## src/hw/lnmc_params.svh

```systemverilog
/*
 Constants for the LIN node mode and control block: register offsets, bit positions,
 reset values and payload size codes.
 Assumes it is included by bare name from design files.
*/
`ifndef LNMC_PARAMS_SVH
`define LNMC_PARAMS_SVH

// ---------------------------------------------
// Register locations
// ---------------------------------------------
`define LNMC_MODE_ADDR 8'hC9
`define LNMC_IDX_ADDR 8'hD1
`define LNMC_DATA_ADDR 8'hD2
`define LNMC_CTRL_IDX 8'h08
`define LNMC_ID_IDX 8'h0E

// ---------------------------------------------
// Mode register fields and reset
// ---------------------------------------------
`define LNMC_MODE_EN 7
`define LNMC_MODE_ROLE 6
`define LNMC_MODE_AUTO_RATE_SELECT 5
`define LNMC_MODE_RESET 8'h60

// ---------------------------------------------
// Control register fields and reset
// ---------------------------------------------
`define LNMC_CTL_HALT 7
`define LNMC_CTL_SLEEP 6
`define LNMC_CTL_DIR 5
`define LNMC_CTL_DACK 4
`define LNMC_CTL_ICLR 3
`define LNMC_CTL_ECLR 2
`define LNMC_CTL_WAKE 1
`define LNMC_CTL_START 0
`define LNMC_CTL_RESET 8'h00

// ---------------------------------------------
// Payload size
// ---------------------------------------------
`define LNMC_SIZE_FROM_ID 4'hF

`endif

```

## src/hw/lnmc_pkg.sv

```systemverilog
/*
 Types for the LIN node mode and control block.
 Assumes the params header is compiled alongside.
*/
package lnmc_pkg;
   // Node activity state, one-hot
   typedef enum logic [3:0]
   {
      LNMC_OFF = 4'h1,
      LNMC_RUN = 4'h2,
      LNMC_HALT = 4'h4,
      LNMC_SLEEP = 4'h8
   } lnmc_state_e;
endpackage

```

## src/hw/lnmc_cmd_if.sv

```systemverilog
/*
 Interface carrying decoded command strobes from the register file to the node sequencer.
 Assumes a single clock domain.
*/
`timescale 1ns/1ps
interface lnmc_cmd_if;
   logic halt;
   logic sleepEn;
   logic wake;
   logic slaveRole;
   logic enable;
   logic syncBreak;
   logic sleepFrame;
   logic idleTimeout;
   logic wakeIrq;
   lnmc_pkg::lnmc_state_e state;
   modport regs (output halt, output sleepEn, output wake, output slaveRole, output enable,
      output syncBreak, output sleepFrame, output idleTimeout, output wakeIrq,
      input state);
   modport seq (input halt, input sleepEn, input wake, input slaveRole, input enable,
      input syncBreak, input sleepFrame, input idleTimeout, input wakeIrq,
      output state);
endinterface

```

## src/hw/lnmc_node_seq.sv

```systemverilog
/*
 Node activity sequencer: off, running, halted until sync break, asleep.
 Assumes command strobes are one-cycle pulses from the register file.
*/
`timescale 1ns/1ps
module lnmc_node_seq
(
   input wire logic sys_clk, // System clock
   input wire logic reset, // Async reset, active high
   lnmc_cmd_if.seq cmd // Commands and state
);
   lnmc_pkg::lnmc_state_e st;
   lnmc_pkg::lnmc_state_e next_st;

   // ---------------------------------------------
   // Next state
   // ---------------------------------------------
   always_comb
   begin
      next_st = st;
      case (st)
         lnmc_pkg::LNMC_OFF:
            if (cmd.enable)
               next_st = lnmc_pkg::LNMC_RUN;
         lnmc_pkg::LNMC_RUN:
            if (cmd.slaveRole && cmd.halt)
               next_st = lnmc_pkg::LNMC_HALT;
            else if (cmd.slaveRole && cmd.sleepEn && (cmd.sleepFrame || cmd.idleTimeout))
               next_st = lnmc_pkg::LNMC_SLEEP;
         lnmc_pkg::LNMC_HALT:
            if (cmd.syncBreak)
               next_st = lnmc_pkg::LNMC_RUN;
         lnmc_pkg::LNMC_SLEEP:
            if (cmd.wake || (!cmd.sleepEn && cmd.wakeIrq))
               next_st = lnmc_pkg::LNMC_RUN;
         default:
            next_st = lnmc_pkg::LNMC_OFF;
      endcase
      if (!cmd.enable)
         next_st = lnmc_pkg::LNMC_OFF;
   end

   // State register
   always_ff @(posedge sys_clk or posedge reset)
   begin
      if (reset)
         st <= lnmc_pkg::LNMC_OFF;
      else
         st <= next_st;
   end

   assign cmd.state = st;

   // While enabled, a halted node leaves only on a sync break
   property p_halt_hold;
      @(posedge sys_clk) disable iff (reset)
      (st == lnmc_pkg::LNMC_HALT) && cmd.enable && !cmd.syncBreak
         |=> (st == lnmc_pkg::LNMC_HALT);
   endproperty
   a_halt_hold: assert property (p_halt_hold) else $error("halt left early");
endmodule

```

## src/hw/lnmc_top.sv

```systemverilog
/*
 LIN node mode and control registers: mode register on the direct register port,
 control and identifier registers reached through an index and data pair.
 Assumes a byte-wide register port synchronous to sys_clk, and a frame engine outside
 that reports completion, errors, sync breaks, sleep frames, timeouts and wake events.
*/
`timescale 1ns/1ps
`include "lnmc_params.svh"
module lnmc_top
(
   input wire logic sys_clk, // System clock, 10 MHz
   input wire logic reset, // Async reset, active high
   input wire logic [7:0] regAddr, // Register address
   input wire logic regWrite, // Write strobe
   input wire logic regRead, // Read strobe
   input wire logic [7:0] regWdata, // Write data
   output logic [7:0] regRdata, // Read data, registered
   input wire logic [3:0] payloadSize, // Size field from frame engine
   input wire logic frameDone, // Frame completed pulse
   input wire logic frameError, // Frame error pulse
   input wire logic dataAckTaken, // Engine consumed data ack pulse
   input wire logic wakeSent, // Wakeup signal sent pulse
   input wire logic syncBreak, // Sync break detected pulse
   input wire logic sleepFrame, // Sleep frame received pulse
   input wire logic idleTimeout, // Bus idle timeout pulse
   input wire logic wakeIrq, // Wakeup interrupt pulse
   output logic ifaceActive, // Controller not off: running, halted or asleep
   output logic masterRole, // Master role active
   output logic autoRate, // Automatic rate in effect
   output logic frameTransmit, // Frame is transmit
   output logic dataAck, // Data ack pending
   output logic startFrame, // Start request pending
   output logic wakeSend, // Send wakeup signal
   output logic irqFlagClear, // Clear frame interrupt flag pulse
   output logic errorFlagsClear, // Clear error bits pulse
   output logic trafficIgnored, // Ignoring bus traffic
   output logic asleep, // Node in sleep
   output logic [5:0] frameId, // Identifier
   output logic [3:0] payloadBytes // Data length in bytes
);
   logic [7:0] mode;
   logic [7:0] ctrl;
   logic [7:0] idx;
   logic [5:0] ident;
   lnmc_cmd_if cmd ();

   // ---------------------------------------------
   // Address decode
   // ---------------------------------------------
   wire selMode = regAddr == `LNMC_MODE_ADDR;
   wire selIdx = regAddr == `LNMC_IDX_ADDR;
   wire selData = regAddr == `LNMC_DATA_ADDR;
   wire ctrlWr = regWrite && selData && (idx == `LNMC_CTRL_IDX);
   wire idWr = regWrite && selData && (idx == `LNMC_ID_IDX);
   wire isSlave = !mode[`LNMC_MODE_ROLE];
   wire wrHalt = ctrlWr && regWdata[`LNMC_CTL_HALT];

   // Payload length from size field or identifier
   function automatic logic [3:0] lnmc_len(input logic [3:0] sz, input logic [1:0] idHi);
      if (sz != `LNMC_SIZE_FROM_ID)
         lnmc_len = sz;
      else
         case (idHi)
            2'h2: lnmc_len = 4'h4;
            2'h3: lnmc_len = 4'h8;
            default: lnmc_len = 4'h2;
         endcase
   endfunction

   // ---------------------------------------------
   // Mode, index and identifier registers
   // ---------------------------------------------
   always_ff @(posedge sys_clk or posedge reset)
   begin
      if (reset)
      begin
         mode <= `LNMC_MODE_RESET;
         idx <= 8'h00;
         ident <= 6'h00;
      end
      else
      begin
         if (regWrite && selMode)
            mode <= {regWdata[7:5], 5'h00};
         if (regWrite && selIdx)
            idx <= regWdata;
         if (idWr)
            ident <= regWdata[5:0];
      end
   end

   // Control register; a write setting a bit wins over the hardware clear that finishes its action
   // Command bits 7, 3, 2 are never stored so they read zero
   always_ff @(posedge sys_clk or posedge reset)
   begin
      if (reset)
         ctrl <= `LNMC_CTL_RESET;
      else
      begin
         if (ctrlWr)
            ctrl <= {1'b0, regWdata[6:4], 2'h0, regWdata[1:0]};
         if (dataAckTaken && !(ctrlWr && regWdata[`LNMC_CTL_DACK]))
            ctrl[`LNMC_CTL_DACK] <= 1'b0;
         if (wakeSent && !(ctrlWr && regWdata[`LNMC_CTL_WAKE]))
            ctrl[`LNMC_CTL_WAKE] <= 1'b0;
         if ((frameDone || frameError) && !(ctrlWr && regWdata[`LNMC_CTL_START]))
            ctrl[`LNMC_CTL_START] <= 1'b0;
      end
   end

   // Read data path, unmapped reads give zero
   always_ff @(posedge sys_clk or posedge reset)
   begin
      if (reset)
         regRdata <= 8'h00;
      else if (regRead)
         regRdata <= selMode ? mode : selIdx ? idx :
            (selData && idx == `LNMC_CTRL_IDX) ? ctrl :
            (selData && idx == `LNMC_ID_IDX) ? {2'h0, ident} : 8'h00;
   end

   // Command pulses for the frame engine
   always_ff @(posedge sys_clk or posedge reset)
   begin
      if (reset)
      begin
         irqFlagClear <= 1'b0;
         errorFlagsClear <= 1'b0;
      end
      else
      begin
         irqFlagClear <= ctrlWr && regWdata[`LNMC_CTL_ICLR];
         errorFlagsClear <= ctrlWr && regWdata[`LNMC_CTL_ECLR];
      end
   end

   // ---------------------------------------------
   // Sequencer hookup
   // ---------------------------------------------
   assign cmd.halt = wrHalt;
   assign cmd.sleepEn = ctrl[`LNMC_CTL_SLEEP];
   // A wake request ends sleep only once the wakeup has gone out, so the request bit clears with it
   assign cmd.wake = ctrl[`LNMC_CTL_WAKE] && wakeSent;
   assign cmd.slaveRole = isSlave;
   assign cmd.enable = mode[`LNMC_MODE_EN];
   assign cmd.syncBreak = syncBreak;
   assign cmd.sleepFrame = sleepFrame;
   assign cmd.idleTimeout = idleTimeout;
   assign cmd.wakeIrq = wakeIrq;

   lnmc_node_seq lnmc_node_seq_inst
   (
      .sys_clk(sys_clk),
      .reset(reset),
      .cmd(cmd)
   );

   // Outputs; role bits act whether or not the node is enabled
   assign ifaceActive = cmd.state != lnmc_pkg::LNMC_OFF;
   assign masterRole = mode[`LNMC_MODE_ROLE];
   assign autoRate = isSlave && mode[`LNMC_MODE_AUTO_RATE_SELECT];
   assign frameTransmit = ctrl[`LNMC_CTL_DIR];
   assign dataAck = isSlave && ctrl[`LNMC_CTL_DACK];
   assign startFrame = !isSlave && ctrl[`LNMC_CTL_START];
   assign wakeSend = ctrl[`LNMC_CTL_WAKE] && (cmd.state == lnmc_pkg::LNMC_SLEEP);
   assign trafficIgnored = cmd.state == lnmc_pkg::LNMC_HALT;
   assign asleep = cmd.state == lnmc_pkg::LNMC_SLEEP;
   assign frameId = ident;
   assign payloadBytes = lnmc_len(payloadSize, ident[5:4]);

   // ---------------------------------------------
   // Assertions
   // ---------------------------------------------
   property p_off;
      @(posedge sys_clk) disable iff (reset) !mode[`LNMC_MODE_EN] |=> !ifaceActive;
   endproperty
   a_off: assert property (p_off) else $error("active while disabled");
   property p_auto;
      @(posedge sys_clk) disable iff (reset) masterRole |-> !autoRate;
   endproperty
   a_auto: assert property (p_auto) else $error("auto rate in master");
   property p_low;
      @(posedge sys_clk) disable iff (reset) regWrite && selMode |=> mode[4:0] == 5'h00;
   endproperty
   a_low: assert property (p_low) else $error("mode low bits set");
   property p_cmdzero;
      @(posedge sys_clk) disable iff (reset) ctrlWr |=> ctrl[7] == 1'b0 && ctrl[3:2] == 2'h0;
   endproperty
   a_cmdzero: assert property (p_cmdzero) else $error("command bit stored");
   property p_iclr;
      @(posedge sys_clk) disable iff (reset)
      ctrlWr && regWdata[`LNMC_CTL_ICLR] |=> irqFlagClear ##1 (!irqFlagClear || ctrlWr);
   endproperty
   a_iclr: assert property (p_iclr) else $error("irq clear pulse wrong");
   property p_eclr;
      @(posedge sys_clk) disable iff (reset)
      ctrlWr && regWdata[`LNMC_CTL_ECLR] |=> errorFlagsClear;
   endproperty
   a_eclr: assert property (p_eclr) else $error("error clear missing");
   property p_start;
      @(posedge sys_clk) disable iff (reset)
      (frameDone || frameError) && !ctrlWr |=> !ctrl[`LNMC_CTL_START];
   endproperty
   a_start: assert property (p_start) else $error("start not cleared");
   property p_dack;
      @(posedge sys_clk) disable iff (reset) dataAckTaken && !ctrlWr |=> !ctrl[`LNMC_CTL_DACK];
   endproperty
   a_dack: assert property (p_dack) else $error("ack not cleared");
   property p_len;
      @(posedge sys_clk) disable iff (reset)
      payloadSize == `LNMC_SIZE_FROM_ID && ident[5:4] == 2'h3 |-> payloadBytes == 4'h8;
   endproperty
   a_len: assert property (p_len) else $error("length wrong");
   property p_wake;
      @(posedge sys_clk) disable iff (reset)
      wakeSend && wakeSent && !ctrlWr |=> !asleep && !ctrl[`LNMC_CTL_WAKE];
   endproperty
   a_wake: assert property (p_wake) else $error("wake request not finished");
   c_halt: cover property (@(posedge sys_clk) disable iff (reset)
      trafficIgnored ##1 !trafficIgnored);
   c_sleep: cover property (@(posedge sys_clk) disable iff (reset) asleep ##[1:20] !asleep);
   c_frame: cover property (@(posedge sys_clk) disable iff (reset) startFrame ##[1:50] frameDone);
endmodule

```

## config.mk

```make
export PLATFORM = sky130hd
export DESIGN_NAME = lnmc_top
export DESIGN_NICKNAME = d
export VERILOG_FILES = /design/src/hw/lnmc_pkg.sv /design/src/hw/lnmc_cmd_if.sv /design/src/hw/lnmc_node_seq.sv /design/src/hw/lnmc_top.sv
export VERILOG_INCLUDE_DIRS = /design/src /design/src/hw
export SDC_FILE = /design/constraint.sdc
export NUM_CORES = 1
export LEC_CHECK = 0
export BUFFER_PORTS_ARGS = -buffer_cell sky130_fd_sc_hd__buf_2
export CAP_MARGIN = 20
export CORE_MARGIN = 2
export CORE_UTILIZATION = 30
export CTS_BUF_LIST = sky130_fd_sc_hd__clkbuf_16
export DETAILED_ROUTE_END_ITERATION = 16
export GPL_TIMING_DRIVEN = 1
export MAX_ROUTING_LAYER = met4
export PLACE_DENSITY_LB_ADDON = 0.12
export SETUP_SLACK_MARGIN = 0.02
export SLEW_MARGIN = 20
export SYNTH_ARGS = -nofsm -noshare
export SYNTH_HDL_FRONTEND = slang
export SYNTH_SLANG_ARGS = --single-unit
export TNS_END_PERCENT = 20
```

## constraint.sdc

```tcl
create_clock -name sys_clk -period 5.1 [get_ports sys_clk]
set_clock_uncertainty 0.05 [all_clocks]
set_input_delay 0 -clock sys_clk [delete_from_list [all_inputs] [get_ports sys_clk]]
set_output_delay 0 -clock sys_clk [all_outputs]
set_load 0.02 [all_outputs]
```

# Word level (Yosys, flattened, before mapping)
# Cells that the tools add are included.
# word_totals
out_inout_bits	29
memories	0
wordCells	80
ram_bits	0
latchBits	0
ff_bits	36
romBits	0
# classes
reduce_logical	37
multipliers	0
n_lt_le_gt_ge	0
muxes	16
addsub	0
div	0
n_bitwise	0
shifts	0
n_eq_ne	16
# ops
operator	n
1-bit logical AND	25
8-bit equality test, second input constant	3
4-bit 2-to-1 mux	6
8-bit by 4-bit equality test with 1-bit output, second input constant	2
8-bit 2-to-1 mux	2
4-bit case mux with 4 select lines	1
4-bit case mux with 2 select lines	1
7-bit 2-to-1 mux	1
6-bit 2-to-1 mux	1
2-bit nonzero test	3
1-bit logical NOT	5
5-bit 2-to-1 mux	1
2-bit equality test, second input constant	2
4-bit by 1-bit equality test with 1-bit output, second input constant	1
4-bit by 2-bit equality test with 1-bit output, second input constant	1
4-bit by 3-bit equality test with 1-bit output, second input constant	1
4-bit equality test, second input constant	1
4-bit by 1-bit inequality test with 1-bit output, second input constant	1
4-bit by 2-bit inequality test with 1-bit output, second input constant	1
4-bit inequality test, second input constant	1
1-bit logical OR	3
1-bit 2-to-1 mux	3
3-bit by 2-bit inequality test with 1-bit output, second input constant	1
3-bit inequality test, second input constant	1
3-bit AND reduction	1

# Longest topological paths before layout
# Gate-level depths: netlist of the first run.
# logic_depth
depth_word	8
ltp_mapped	6
mapped_depth_nobuf	4

# Cells and area by module
# From an unflattened synthesis of the first run, not the netlist that was laid out.
# unflattened
hier_cells	164
hier_area_um2	1909.3
# modules_own_cells
mod	cells_each	area_each_um2	instances	seq_area_each_um2
lnmc_top	140	1662.8	1	803.3
lnmc_node_seq	24	246.5	1	101.3

# Worst setup path before layout of the first run
# OpenSTA, ideal clock, no wires.
# synth_path
kind	reg-to-reg
from	register lnmc_node_seq_inst.st[1] (netlist: lnmc_node_seq_inst.cmd.state[1])
to	register lnmc_node_seq_inst.st[3] (netlist: lnmc_node_seq_inst.cmd.state[3])
synth_period_minus_slack_ns	1.995
arrival_ns	1.824
path_slack_ns	3.105
path_stages_with_launch	5
cell_sequence	dfrtp_1 nor4b_1 a32o_1 a21boi_0 a2bb2oi_1
# synth_via
elab_chain_len	3
# synth_lines
item	line	rtl
from (decl)	lnmc_node_seq.sv:12	lnmc_pkg::lnmc_state_e st;
from (signal assigned)	lnmc_node_seq.sv:47	st <= lnmc_pkg::LNMC_OFF;
from (signal assigned)	lnmc_node_seq.sv:49	st <= next_st;
4-bit equality test (*)	--	
named net asleep	lnmc_top.sv:37	output logic asleep,
4-bit case mux with 4 select lines or 3-bit by 2-bit inequality test with 1-bit output (tied branches)	--	
4-bit 2-to-1 mux or 3-bit AND reduction (tied branches)	--	
# Mark *: on every way through the listed nets, which the timed path passes. The rest lies on a longest branch.
# A chain may end at the register's enable or synchronous reset.

# Worst setup path after layout of the first run
# layout_path
from	register idx[4]
to	register ctrl[6]
# layout_via
elab_chain_len	2
# layout_lines
item	line	rtl
from (decl)	lnmc_top.sv:43	logic [7:0] idx;
from (signal assigned)	lnmc_top.sv:86	idx <= regWdata;
8-bit by 4-bit equality test with 1-bit output (no line)	--	
1-bit logical AND	lnmc_top.sv:53	wire ctrlWr = regWrite && selData && (idx == `LNMC_CTRL_IDX);
to (signal assigned)	lnmc_top.sv:97	ctrl <= `LNMC_CTL_RESET;
to (signal assigned)	lnmc_top.sv:101	ctrl <= {1'b0, regWdata[6:4], 2'h0, regWdata[1:0]};
to (decl)	lnmc_top.sv:42	logic [7:0] ctrl;
# No other way between the ends.

==> results of run 1 <==
-- worst max-delay path by stage --
stage,startpoint,to,slack (ns),depth (start not counted)
finish,idx[4],ctrl[6],2.96,4
global route,idx[5],ctrl[6],2.83,4
floorplan,lnmc_node_seq_inst.cmd.state[1],lnmc_node_seq_inst.cmd.state[3],3.11,4
detailed placement,idx[5],ctrl[5],2.96,4
global placement,idx[4],ctrl[5],3.03,4
CTS,idx[5],ctrl[6],2.94,4
-- layer usage --
metal	share of wire, %	global-route usage, %
met5	0	-
met1	47	19.70
met2	46	24.27
met4	1.9	7.333
met3	4.6	3.696
-- per-stage QoR --
| stage | total power [W] | area, µm² | hold WS (ns) |
|---|---|---|---|
| after floorplan | 0.0003324 | 1841 | 0.08470 |
| after global placement | 0.0003606 | 2187 | 0.07860 |
| after detailed placement | 0.0003609 | 2187 | 0.09425 |
| after CTS | 0.0007158 | 2491 | 0.01169 |
| after global routing | 0.0007359 | 2491 | 0.03169 |
| final | 0.0007038 | 2491 | 0.02621 |
-- placed cells by master, fill, tap and decap left out, types with 6 or more instances in the layout --
| master | instances |
|---|---|
| sky130_fd_sc_hd__nor2b_1 | 6 |
| sky130_fd_sc_hd__and3_1 | 9 |
| sky130_fd_sc_hd__nand2_1 | 7 |
| sky130_fd_sc_hd__inv_1 | 12 |
| sky130_fd_sc_hd__mux2_2 | 10 |
| sky130_fd_sc_hd__dfrtp_1 | 33 |
| sky130_fd_sc_hd__dlygate4sd3_1 | 14 |
| sky130_fd_sc_hd__o21ai_0 | 7 |
| sky130_fd_sc_hd__nor2_1 | 6 |
| sky130_fd_sc_hd__buf_2 | 60 |
| sky130_fd_sc_hd__mux2_4 | 6 |
-- worst max-delay path, stage by stage, from the launching register on --
cell and delay [ns]:
sky130_fd_sc_hd__dfrtp_1 0.40, sky130_fd_sc_hd__nor4_1 0.33, sky130_fd_sc_hd__and3_1 0.52, sky130_fd_sc_hd__and3_1 0.37
sky130_fd_sc_hd__mux2_2 0.36
-- sequential cells by signal, summed over array words and instances, names as in the netlist --
signal,cells
idx,8
lnmc_node_seq_inst.cmd.state,4
mode,3
regRdata,8
ctrl,5
irqFlagClear,1
errorFlagsClear,1
frameId,6
-- logic make-up (layout without fill, tap and decap cells) --
logic type,count (synthesis),after routing,share of synthesized area [%]
simple gates,53,53,17.54
compound gates,37,37,14.75
flops,36,36,49.15
mux,19,19,12.85
buf+inv,19,94,5.234
xor+xnor,1,1,0.4760
-- power by group through the flow --
stage / sequential, W / clock (W) / combinational (W)
after floorplan: 0.000306 / 0 / 0.0000267
after global placement: 0.000305 / 0 / 0.0000559
after detailed placement: 0.000305 / 0 / 0.0000558
after CTS: 0.000300 / 0.000352 / 0.0000642
after global routing: 0.000301 / 0.000364 / 0.0000708
final: 0.000300 / 0.000340 / 0.0000633
-- cell type report --
class	count	share of cell area [%]
Clock inverter	3	1.557
Inverter	11	1.657
Tap cell	75	3.767
Sequential cell	36	36.31
Clock buffer	5	5.023
Timing Repair Buffer	75	17.98
Multi-Input combinational cell	110	33.70
-- repair_timing --
item,4_1_cts,5_1_grt
hold buffers,14,0
gates resized for setup,0,0
endpoints found under the hold margin,58,0
==> run summary, run 1 <==
Ranked by total cell area, the synthesized netlist is headed by sky130_fd_sc_hd__dfrtp_1 45%, sky130_fd_sc_hd__mux2_2 6.1%, sky130_fd_sc_hd__mux2_4 4.9%. 0 antenna diodes ended up in the layout. 61 I/O pins were placed. At the worst endpoint, the arrival time is 2.26 ns. For the worst setup path, the data required time is 5.21 ns. The sum of overflow across all layers after global routing was 0. Power spread over the standard cell area amounts to 282.5 mW/mm².

After synthesis, the share of flip-flops with an asynchronous set or reset is 100.0%. The capturing element type of the critical path was a flop. In this run the power spent charging and discharging nets is 0.0001532 W. At the end of the flow, the number of nets in the layout was 271. After the first detailed-routing iteration, the DRC count stood at 86. For the total via count in the routed design, the log shows 1550. The logs give 48.4% for the clock power share and 2 for the H-tree depth reported by CTS.

Setup repair after global routing left no endpoint under its margin. Detailed placement ended at an HPWL of 3523 µm. Wire length per cell after detailed routing: 15.38 µm. The worst hold path was traced through 3 stages. Including well taps, the total number of placed cells is 293. Counting every sink on the clock net gives 36. The number of pins exceeding their max-slew limit in the final report is 0, and the number of buffers inserted by post-CTS setup repair is 0. Final-layout fill cell count: 578. Reg-to-reg critical path endpoint: ctrl[6]. Timing would allow up to 466.4 MHz.

In this run, synthesis produced a sequential element count of 36. The path with the worst hold slack has its endpoint at lnmc_node_seq_inst.cmd.state[1]. Counting every net in the synthesized netlist gives 197.

The worst path meets setup with 2.956 ns of slack. The post-route netlist has 37.08% of its cells at a drive strength greater than 1. The register-to-register path setup slack came out at 2.96 ns. After synthesis, the netlist uses 45 different library cells. Clock period minus final worst setup slack: 2.144 ns.

The count of buffers from port buffering is 60. In the routed design, unresolved DRC markers number 0. The average cell area after synthesis works out to 11.15 µm². Of the total power, combinational logic draws 9.0%. The clock slew at the register clock pins of the worst setup and hold paths was 0.05 ns; the standard cell core area was 0.005921 mm². The slew at the pin closest to its max-slew limit came out at 0.4775 ns.

The cell-internal power is 0.0005506 W, and the insertion delay to the later sink of the worst-skew pair is 0.28 ns. The cell area that synthesis handed to floorplanning was 0.001841 mm². TritonCTS created 5 clock buffers.

The analysis attributes to cell leakage a power of 1.244 nW. The synthesized design spends more area on one cell type than any other, namely sky130_fd_sc_hd__dfrtp_1. TritonCTS built the clock tree. Once layout is complete, the cells apart from fillers number 315. The normalized max-slew margin is 68.02%, and the combined flip-flop and latch cell area is 904.6 µm². Of the post-synthesis cell area, the dominant cell type holds 44.87%. Along the worst path, the maximum fanout reaches 13. The worst setup path is launched from a flop.

At the end of routability-driven placement, the weighted congestion stood at 0.8336. Entering global routing, the biggest net connects 37 pins. The die is 82.33 µm wide. The cell sitting at the root of the clock tree is a sky130_fd_sc_hd__clkbuf_16. Across the run, the number of max-cap violations was 0. Counting flops with a built-in enable in the synthesized netlist gives 0.

The initial core utilization was 31.09%. The commonest cells after synthesis are 33 x sky130_fd_sc_hd__dfrtp_1, 11 x sky130_fd_sc_hd__inv_1, 10 x sky130_fd_sc_hd__mux2_2. The tools report the final standard cell utilization of the core as 42.08%. The tools report the launch instance of the worst min-delay path as sleepFrame. Synthesis handed over a netlist of 165 instances. OpenSTA, run right after detailed placement, puts the worst setup slack at 2.962 ns.

The longest clock path from root to sink contains 2 buffers. The flip-flop cell with the highest count after synthesis is sky130_fd_sc_hd__dfrtp_1. Type of the worst min-delay path: in -> reg. The die covers 0.006777 mm². The part of the Yosys area used for sequential elements is 49.15%. The final critical-path share of the clock period is 42.04%, and the initial antenna violation count is 0. In the routed layout, each cell is associated on average with a via count of 4.921. The share of total power consumed by net switching came out at 21.76%. The die outline height came out at 82.33 µm. Via count of the first global-routing pass: 1550.

Summing all multi-input logic gate instances after layout gives 839.6 µm². In this run the critical register-to-register path is launched from idx[4]. The tools report the final hold violation count as 0.

Setup violations remaining at the end of the flow were counted as 0. Summed over all layers, the routed wires come to 4846 µm. Classification of the worst setup path: reg -> reg.

The count of nets left with antenna violations once routing finished came out at 0. The global-route wire length before repair was 7679 µm; the total track usage was 15.80%. Per report_power, the sequential group accounts for 42.6% of the total. The Yosys step of the flow raised 0 warnings.

Setup total negative slack: 0 ns. The flow ran to the end, and the final reports show no timing, DRC or antenna violations. The growth of design area from synthesis to finish is 35.35%. Yosys instantiated no cell more often than sky130_fd_sc_hd__dfrtp_1. The run gives 4 as the first-pass iteration count of the detailed router.

The initialized floorplan defines 28 standard-cell rows. VDD sags by at most 0.1123 mV. For the worst flop-to-flop path, the logic depth is 4.
Note: power is estimated with default switching activity, not from simulation.
==> run 2: changes to the inputs <==
==> constraint.sdc (replaced) <==
create_clock -name sys_clk -period 2.1 [get_ports sys_clk]
set_clock_uncertainty 0.05 [all_clocks]
set_input_delay 0 -clock sys_clk [delete_from_list [all_inputs] [get_ports sys_clk]]
set_output_delay 0 -clock sys_clk [all_outputs]
set_load 0.02 [all_outputs]
==> run 2 against run 1 <==
The flow now finishes with violations (hold timing). First-iteration DRC count decreased by 16%. Clock-buffer cell count is the same. Cell area down 0.30%. Total power is 120% higher. Worst hold slack got worse by 0.029 ns. Register-to-register slack worse by 2.6 ns. Via count is 2.1% higher. Utilization is 0.13 points lower. Maximum frequency is 20% higher. Critical path type unchanged. Largest cell class unchanged.
==> run summary, run 2 (synthesis results as in run 1) <==
From left edge to right edge, the die measures 82.33 µm. The initial antenna violation count is 0, and the H-tree depth reported by CTS is 2. Counting I/O delays and the setup requirement, the final critical path takes 1.790 ns.

The number of violations of the max-capacitance limit came out at 0. Most common cell after layout, fill and taps aside: sky130_fd_sc_hd__buf_2. For the final routed database, the setup TNS stands at 0 ns.

Dividing total power by cell area gives a power density of 632.3 mW/mm². Total non-filler cell area in the finished layout: 0.002484 mm². Combinational logic burns 9.7% of the power. The standard cell area after detailed placement was 0.002217 mm²; the maximum buffer depth of the clock tree was 2. The area growth from synthesis to layout is 34.94%. The cell-internal power is 0.001211 W, and the detailed-route wire length is 4819 µm.

The clock power share was 43.8%. The via density per instance came out at 4.978. Counting instances, the worst hold path has a depth of 4. 61 I/O pins were placed. The logs give 0.27 ns for the insertion delay to the later sink of the worst-skew pair and 904.6 µm² for the combined flip-flop and latch cell area. The tools report the standard cell core area as 0.005921 mm². The flow ran to the end, but the final reports show violations. The cell leakage power came out at 1.247 nW. Leaving out fill and tap cells, the most frequent cells in the layout are 60 x sky130_fd_sc_hd__buf_2, 33 x sky130_fd_sc_hd__dfrtp_1, 13 x sky130_fd_sc_hd__dlygate4sd3_1. Tracing the worst setup path back leads to its startpoint at idx[5]. The power consumption is 0.001570 W, and the first-pass iteration count of the detailed router is 4. For this run, the top clock speed supported by timing is 558.6 MHz.

Post-CTS repair changed the size of 0 cells. In the routed design, unresolved DRC markers number 0. Once detail routing completed, the nets flagged for antenna violations numbered 0. The total overflow left after global routing is 0. The final hold violation count came out at 1. The worst setup path is captured at a flop. Normalized max-slew margin: 66.87%.

The wire length per cell after detailed routing works out to 15.15 µm. The total via count in the routed design was 1583. For this design the total switching power over the nets is 0.0003592 W.

The count of buffers added on input and output ports is 60. The detailed-placement wirelength estimate is 3618 µm, and the worst-case hold slack is -0.002576 ns. The tools report the final standard cell utilization of the core as 41.95%.

In this run, CTS created clock tree buffers numbering 5. Clock root buffer: sky130_fd_sc_hd__clkbuf_16. The via count of the first global-routing pass was 1524; the total number of clock tree sinks was 36. After clock tree synthesis, the clock-pin slew on the worst setup and hold paths is 0.05 ns.

In the final layout, the share of cells above drive strength 1 is 37.45%. The type of the worst min-delay path was in -> reg. TritonCTS built the clock tree. Of all nets on the critical path, the largest fanout is 5. The startpoint identified for the worst register-to-register timing path is idx[5]. The detailed router finished its first iteration with 72 violations. For this run, the post-layout net count is 274.

Setup repair after global routing left no endpoint under its margin. Fill cells in the final layout number 572. In this run the vertical extent of the chip is 82.33 µm.

The total track usage is 15.48%. For this configuration, the core starts out at a cell density of 31.09%. For the number of pins exceeding their max-slew limit in the final report, the log shows 0. At the end of routability-driven placement, the weighted congestion stood at 0.7948.

Entering global routing, the biggest net connects 37 pins. The logs give 1.90 ns for the data arrival time at the worst-slack endpoint and 28 for the total number of placement rows. The final critical-path share of the clock period works out to 85.25%. For the register-to-register path setup slack, the log shows 0.31 ns.

IR analysis of the VDD net gives a maximum drop of 0.2981 mV. Launch instance of the worst min-delay path: syncBreak. Summing all multi-input logic gate instances after layout gives 839.6 µm². The number of antenna repair diodes is 0. The tools report the startpoint class of the critical path as a flop.

For the required time at the worst-slack endpoint, the log shows 2.21 ns. The worst setup path is of the reg -> reg kind. The die covers 0.006777 mm². For the pin with the worst max-slew slack, the measured transition is 0.4900 ns. The first global-routing pass estimated 7583 µm of wire. The number of buffers inserted by post-CTS setup repair came out at 0. The count of endpoints failing setup in the final report was 0; the sequential share of power was 46.4%. The final reports fail on hold timing.

Counting cells, the worst reg-to-reg path comes to 4. The share of total power consumed by net switching is 22.87%.
run 2: worst max-delay path, stage by stage (launching register included):
cell                      delay [ns]
sky130_fd_sc_hd__dfrtp_1        0.39
sky130_fd_sc_hd__nor4_1         0.33
sky130_fd_sc_hd__and3_1         0.22
sky130_fd_sc_hd__and3_1         0.31
sky130_fd_sc_hd__mux2_2         0.37
run 2: path summary, 6_finish.rpt:
kind | to
worst max-delay path | ctrl[6]
min in group asynchronous | frameId[0]
max in group asynchronous | mode[6]
worst min register to register | regRdata[3]
worst max register to register | ctrl[6]
worst min-delay path | lnmc_node_seq_inst.cmd.state[2]
run 2: through the flow:
step	hold WS [ns]	instances	setup slack, ns
detailed placement	0.09244	297	0.3443
floorplan	0.08470	165	0.1051
global route	0.01667	318	0.2223
CTS	0.003288	318	0.3125
global placement	0.08848	297	0.3703
finish	-0.002576	318	0.3097
run 2: timing repair:
action                     4_1_cts  5_1_grt
hold buffers                    13        0
hold endpoints to repair        57        0
setup endpoints to repair        0        0
run 2: routing by layer:
layer	up-vias	part of all wire, %	global-route usage (%)
met5	-	0	-
met4	0	1.8	4.833
met3	8	4.6	4.022
met2	47	47	25.00
met1	759	46	19.01
li1	769	-	-
run 2: area by class of cell:
class	count	area share, %
sequential	36	36.42
multi-input combinational	110	33.80
timing repair buffer	78	18.84
clock buffer	5	5.038
tap	75	3.778
inverter	11	1.662
clock inverter	3	0.4534
run 2: power groups by stage:
| stage | logic (W) | registers (W) | clock network (W) |
|---|---|---|---|
| after floorplan | 0.0000648 | 0.000742 | 0 |
| after global placement | 0.000138 | 0.000741 | 0 |
| after detailed placement | 0.000137 | 0.000742 | 0 |
| after CTS | 0.000156 | 0.000730 | 0.000699 |
| after global routing | 0.000170 | 0.000732 | 0.000736 |
| final | 0.000153 | 0.000729 | 0.000688 |
==> run 3: changes to the inputs <==
--- a/config.mk
+++ b/config.mk
@@ -9,15 +9,17 @@
 export BUFFER_PORTS_ARGS = -buffer_cell sky130_fd_sc_hd__buf_2
 export CAP_MARGIN = 20
 export CORE_MARGIN = 2
-export CORE_UTILIZATION = 30
+export CORE_UTILIZATION = 50
 export CTS_BUF_LIST = sky130_fd_sc_hd__clkbuf_16
 export DETAILED_ROUTE_END_ITERATION = 16
 export GPL_TIMING_DRIVEN = 1
 export MAX_ROUTING_LAYER = met4
 export PLACE_DENSITY_LB_ADDON = 0.12
 export SETUP_SLACK_MARGIN = 0.02
+export SKIP_CTS_REPAIR_TIMING = 1
 export SLEW_MARGIN = 20
 export SYNTH_ARGS = -nofsm -noshare
 export SYNTH_HDL_FRONTEND = slang
+export SYNTH_HIERARCHICAL = 1
 export SYNTH_SLANG_ARGS = --single-unit
 export TNS_END_PERCENT = 20
==> run 3 against run 2 <==
The flow now finishes without violations. First-iteration DRC count increased by 1.4%. Flip-flop and latch count unchanged. Critical path depth up 1. Clock-buffer cell count did not move. Routed wire length shrank 0.44%. Utilization grew 29 points. Final cell count down 6.3%. Synthesized area is 3.7% higher. Highest routed layer unchanged.
==> run summary, run 3 <==
The startpoint class of the critical path was a flop. In this run the core area contains 22 standard-cell rows. The type of the worst min-delay path is in -> reg. The H-tree depth reported by CTS was 2. The library cell used most frequently in the layout, excluding fill and tap cells, is sky130_fd_sc_hd__buf_2. The number of pins exceeding their max-slew limit in the final report was 0; the fraction of registers with async set/reset was 100.0%. Of the synthesized area, sequential elements account for 47.38%.

The run gives 0.8549 as the weighted congestion reported at the end of routability-driven placement. Along the worst path, the maximum fanout reaches 6. After synthesis, the largest area contributor takes up 43.25% of total cell area. The critical path goes through or4b_4 -> or2_4 -> nor3_4 -> buf_12 -> mux2_2. The logs give 482.3 MHz for the achievable clock frequency and 0 for the number of violations of the max-capacitance limit.

The die outline height is 65.80 µm. After filler insertion, the fill cell instance count of the layout stands at 285. STA classifies the critical path endpoint as a flop.

Launch instance of the worst min-delay path: regRead. The number of antenna repair diodes was 0; the average cell area after synthesis was 11.64 µm². The number of synthesized register bits was 36; the count of endpoints failing setup in the final report was 0. For the pin with the worst max-slew slack, the measured transition is 0.8157 ns. The cell taking the most area after synthesis was sky130_fd_sc_hd__dfrtp_1. For the initial DRC count, the log shows 73. The most frequently used cell type in the post-synthesis netlist was sky130_fd_sc_hd__dfrtp_1. Along the worst hold path, the cell count comes to 2.

For the detailed-placement wirelength estimate, the log shows 3679 µm. The reg-to-reg critical path startpoint was idx[4]. After detailed routing, the number of vias per cell comes to 5.681.

Counting every sink on the clock net gives 36. The count of nets after finishing is 281. Number of enable flip-flop cells after synthesis: 0.

The maximum buffer depth of the clock tree is 2. Sorting the synthesized cells by area gives the leading types as sky130_fd_sc_hd__dfrtp_1 43%, sky130_fd_sc_hd__mux2_2 12%, sky130_fd_sc_hd__dfstp_2 4.1%. Synthesis produced a netlist whose cell count is 164. The count of buffers from port buffering was 60; the wire length per cell after detailed routing was 16.10 µm.

The detailed-route wire length came out at 4798 µm. The tools report the die area as 0.004329 mm². The peak supply drop came out at 0.4465 mV. The synthesized netlist devotes 0.4587% of its cell area to XOR and XNOR gates. The clock root buffer is sky130_fd_sc_hd__clkbuf_16. Entering global routing, the biggest net connects 22 pins. The global-route wire length before repair is 7838 µm, and the sum of buffers and inverters on the critical path is 1. The growth of design area from synthesis to finish is 35.78%, and the standard cell core area is 0.003661 mm². In the routed design, unresolved DRC markers number 0. The number of nets in the synthesized netlist is 196. On the critical path, the stage with the largest delay is an instance of sky130_fd_sc_hd__or4b_4. Setup repair after global routing could not meet its margin everywhere. The synthesized netlist devotes 0% of its cell area to adder and majority cells. The total CTS buffers was 5; the number of cells on the worst reg-to-reg path was 5.

After routing, the total negative slack on setup checks comes to 0 ns. On the critical path the largest part of the delay comes from simple AND/OR/NAND/NOR gates. Maximum cell stage delay along the critical path: 0.50 ns. After synthesis, the share of cell area in mux cells is 12.98%. Once detail routing completed, the nets flagged for antenna violations numbered 0. After synthesis, the largest family of logic cells by area is simple AND/OR/NAND/NOR gates.

Counting distinct cell types in the post-synthesis netlist gives 48. The analysis attributes to cell leakage a power of 1.315 nW. After synthesis, the most frequently instantiated cells are 33 x sky130_fd_sc_hd__dfrtp_1, 20 x sky130_fd_sc_hd__mux2_2, 11 x sky130_fd_sc_hd__nor2_1. After clock tree synthesis, the clock-pin slew on the worst setup and hold paths is 0.05 ns.

The clock reaches the later pin of the worst-skew pair after 0.28 ns. Summed over all layers, the global routing overflow is 0. The final critical path takes up 98.74% of the cycle. Summing over every cut layer, the via total after detailed routing is 1693.

Overall power consumption after layout is estimated at 0.001608 W. The top-level I/O count was 61. The die is 65.80 µm wide. In this run the critical register-to-register path is captured at frameId[0]. In this run the power density over the cells is 620.1 mW/mm². In the synthesized netlist the dominant register cell turns out to be sky130_fd_sc_hd__dfrtp_1. Classification of the worst setup path: reg -> reg. The path with the worst hold slack has its endpoint at regRdata[6]. The run gives 1646 as the via count of the first global-routing pass.

The synthesized netlist devotes 23.46% of its cell area to simple gates. The logs give 2.21 ns for the required time at the worst-slack endpoint and 0 for the final hold violation count. The run finished with clean final reports. The tools report the initial antenna violation count as 0. Headroom to the max-slew limit came out at 45.56%.

In the layout the commonest cells are 60 x sky130_fd_sc_hd__buf_2, 33 x sky130_fd_sc_hd__dfrtp_1, 20 x sky130_fd_sc_hd__mux2_2. Global routing used 25.20% of the available tracks. For this run, the detailed router's first-pass iteration total came to 4. TritonCTS built the clock tree.

The post-synthesis compound-gate area fraction is 13.30%, and the netlist area before placement is 0.001909 mm². The register-to-register path setup slack came out at 0.03 ns. The Yosys step of the flow raised 6 warnings. The clock period minus final worst setup slack works out to 2.073 ns. Once the floorplan was initialized, standard cells occupied 52.15% of the core. For the worst setup path, the data arrival time is 2.18 ns. The post-route netlist has 46.00% of its cells at a drive strength greater than 1.
-- run 3: metal layers --
metal  routed length, µm  vias to the layer above  track usage [%]
met5                   0                        -                -
met1                2013                      826            30.89
met3                 279                       11            5.622
li1                    -                      797                -
met4                 127                        0            11.72
met2                2378                       59            39.77
-- run 3: report_power, final --
group	internal (W)	switching, W	total (W)	leakage, nW
Combinational	0.0000884	0.0000998	0.000188	0.759
Clock	0.000426	0.000258	0.000684	0.0738
Sequential	0.000717	0.0000178	0.000735	0.482
Total	0.00123	0.000376	0.00161	1.31
-- run 3: kinds of logic after synthesis --
family	Yosys count
AND/OR/NAND/NOR	61
AO/OA/AOI/OAI	32
multiplexers	22
flip-flops	36
buffers and inverters	12
XOR/XNOR	1
-- run 3: how the worst max path moves through the flow --
stage,from,endpoint,slack (ns),depth (start not counted)
2_1_floorplan,idx[5],lnmc_node_seq_inst/cmd.state[3],0.009,6
3_3_place_gp,idx[0],ctrl[0],0.08,4
3_5_place_dp,idx[4],frameId[4],0.04,4
4_1_cts,idx[0],ctrl[1],0.03,4
5_1_grt,idx[5],frameId[5],0.0007,5
6_report,idx[4],frameId[0],0.03,5
-- run 3: layout make-up --
cell class	count	area, µm²	area share, %
flip-flops and latches	36	904.6	34.89
multi-input cells	116	964.7	37.21
clock inverters	3	11.26	0.4344
well taps	48	60.06	2.317
clock buffers	5	125.1	4.826
repair buffers	81	493.0	19.02
inverters	9	33.78	1.303
-- run 3: stage by stage --
stage	cells	area (µm²)	setup slack (ns)	utilization, %	hold slack [ns]
2_1_floorplan	164	1909	0.008647	-	-0.2846
3_3_place_gp	280	2340	0.07740	63.91	-0.1647
3_5_place_dp	280	2340	0.03829	63.91	-0.1584
4_1_cts	288	2476	0.02786	67.64	-0.4517
5_1_grt	298	2592	0.0006950	70.81	0.05813
6_report	298	2592	0.02656	70.81	0.03711
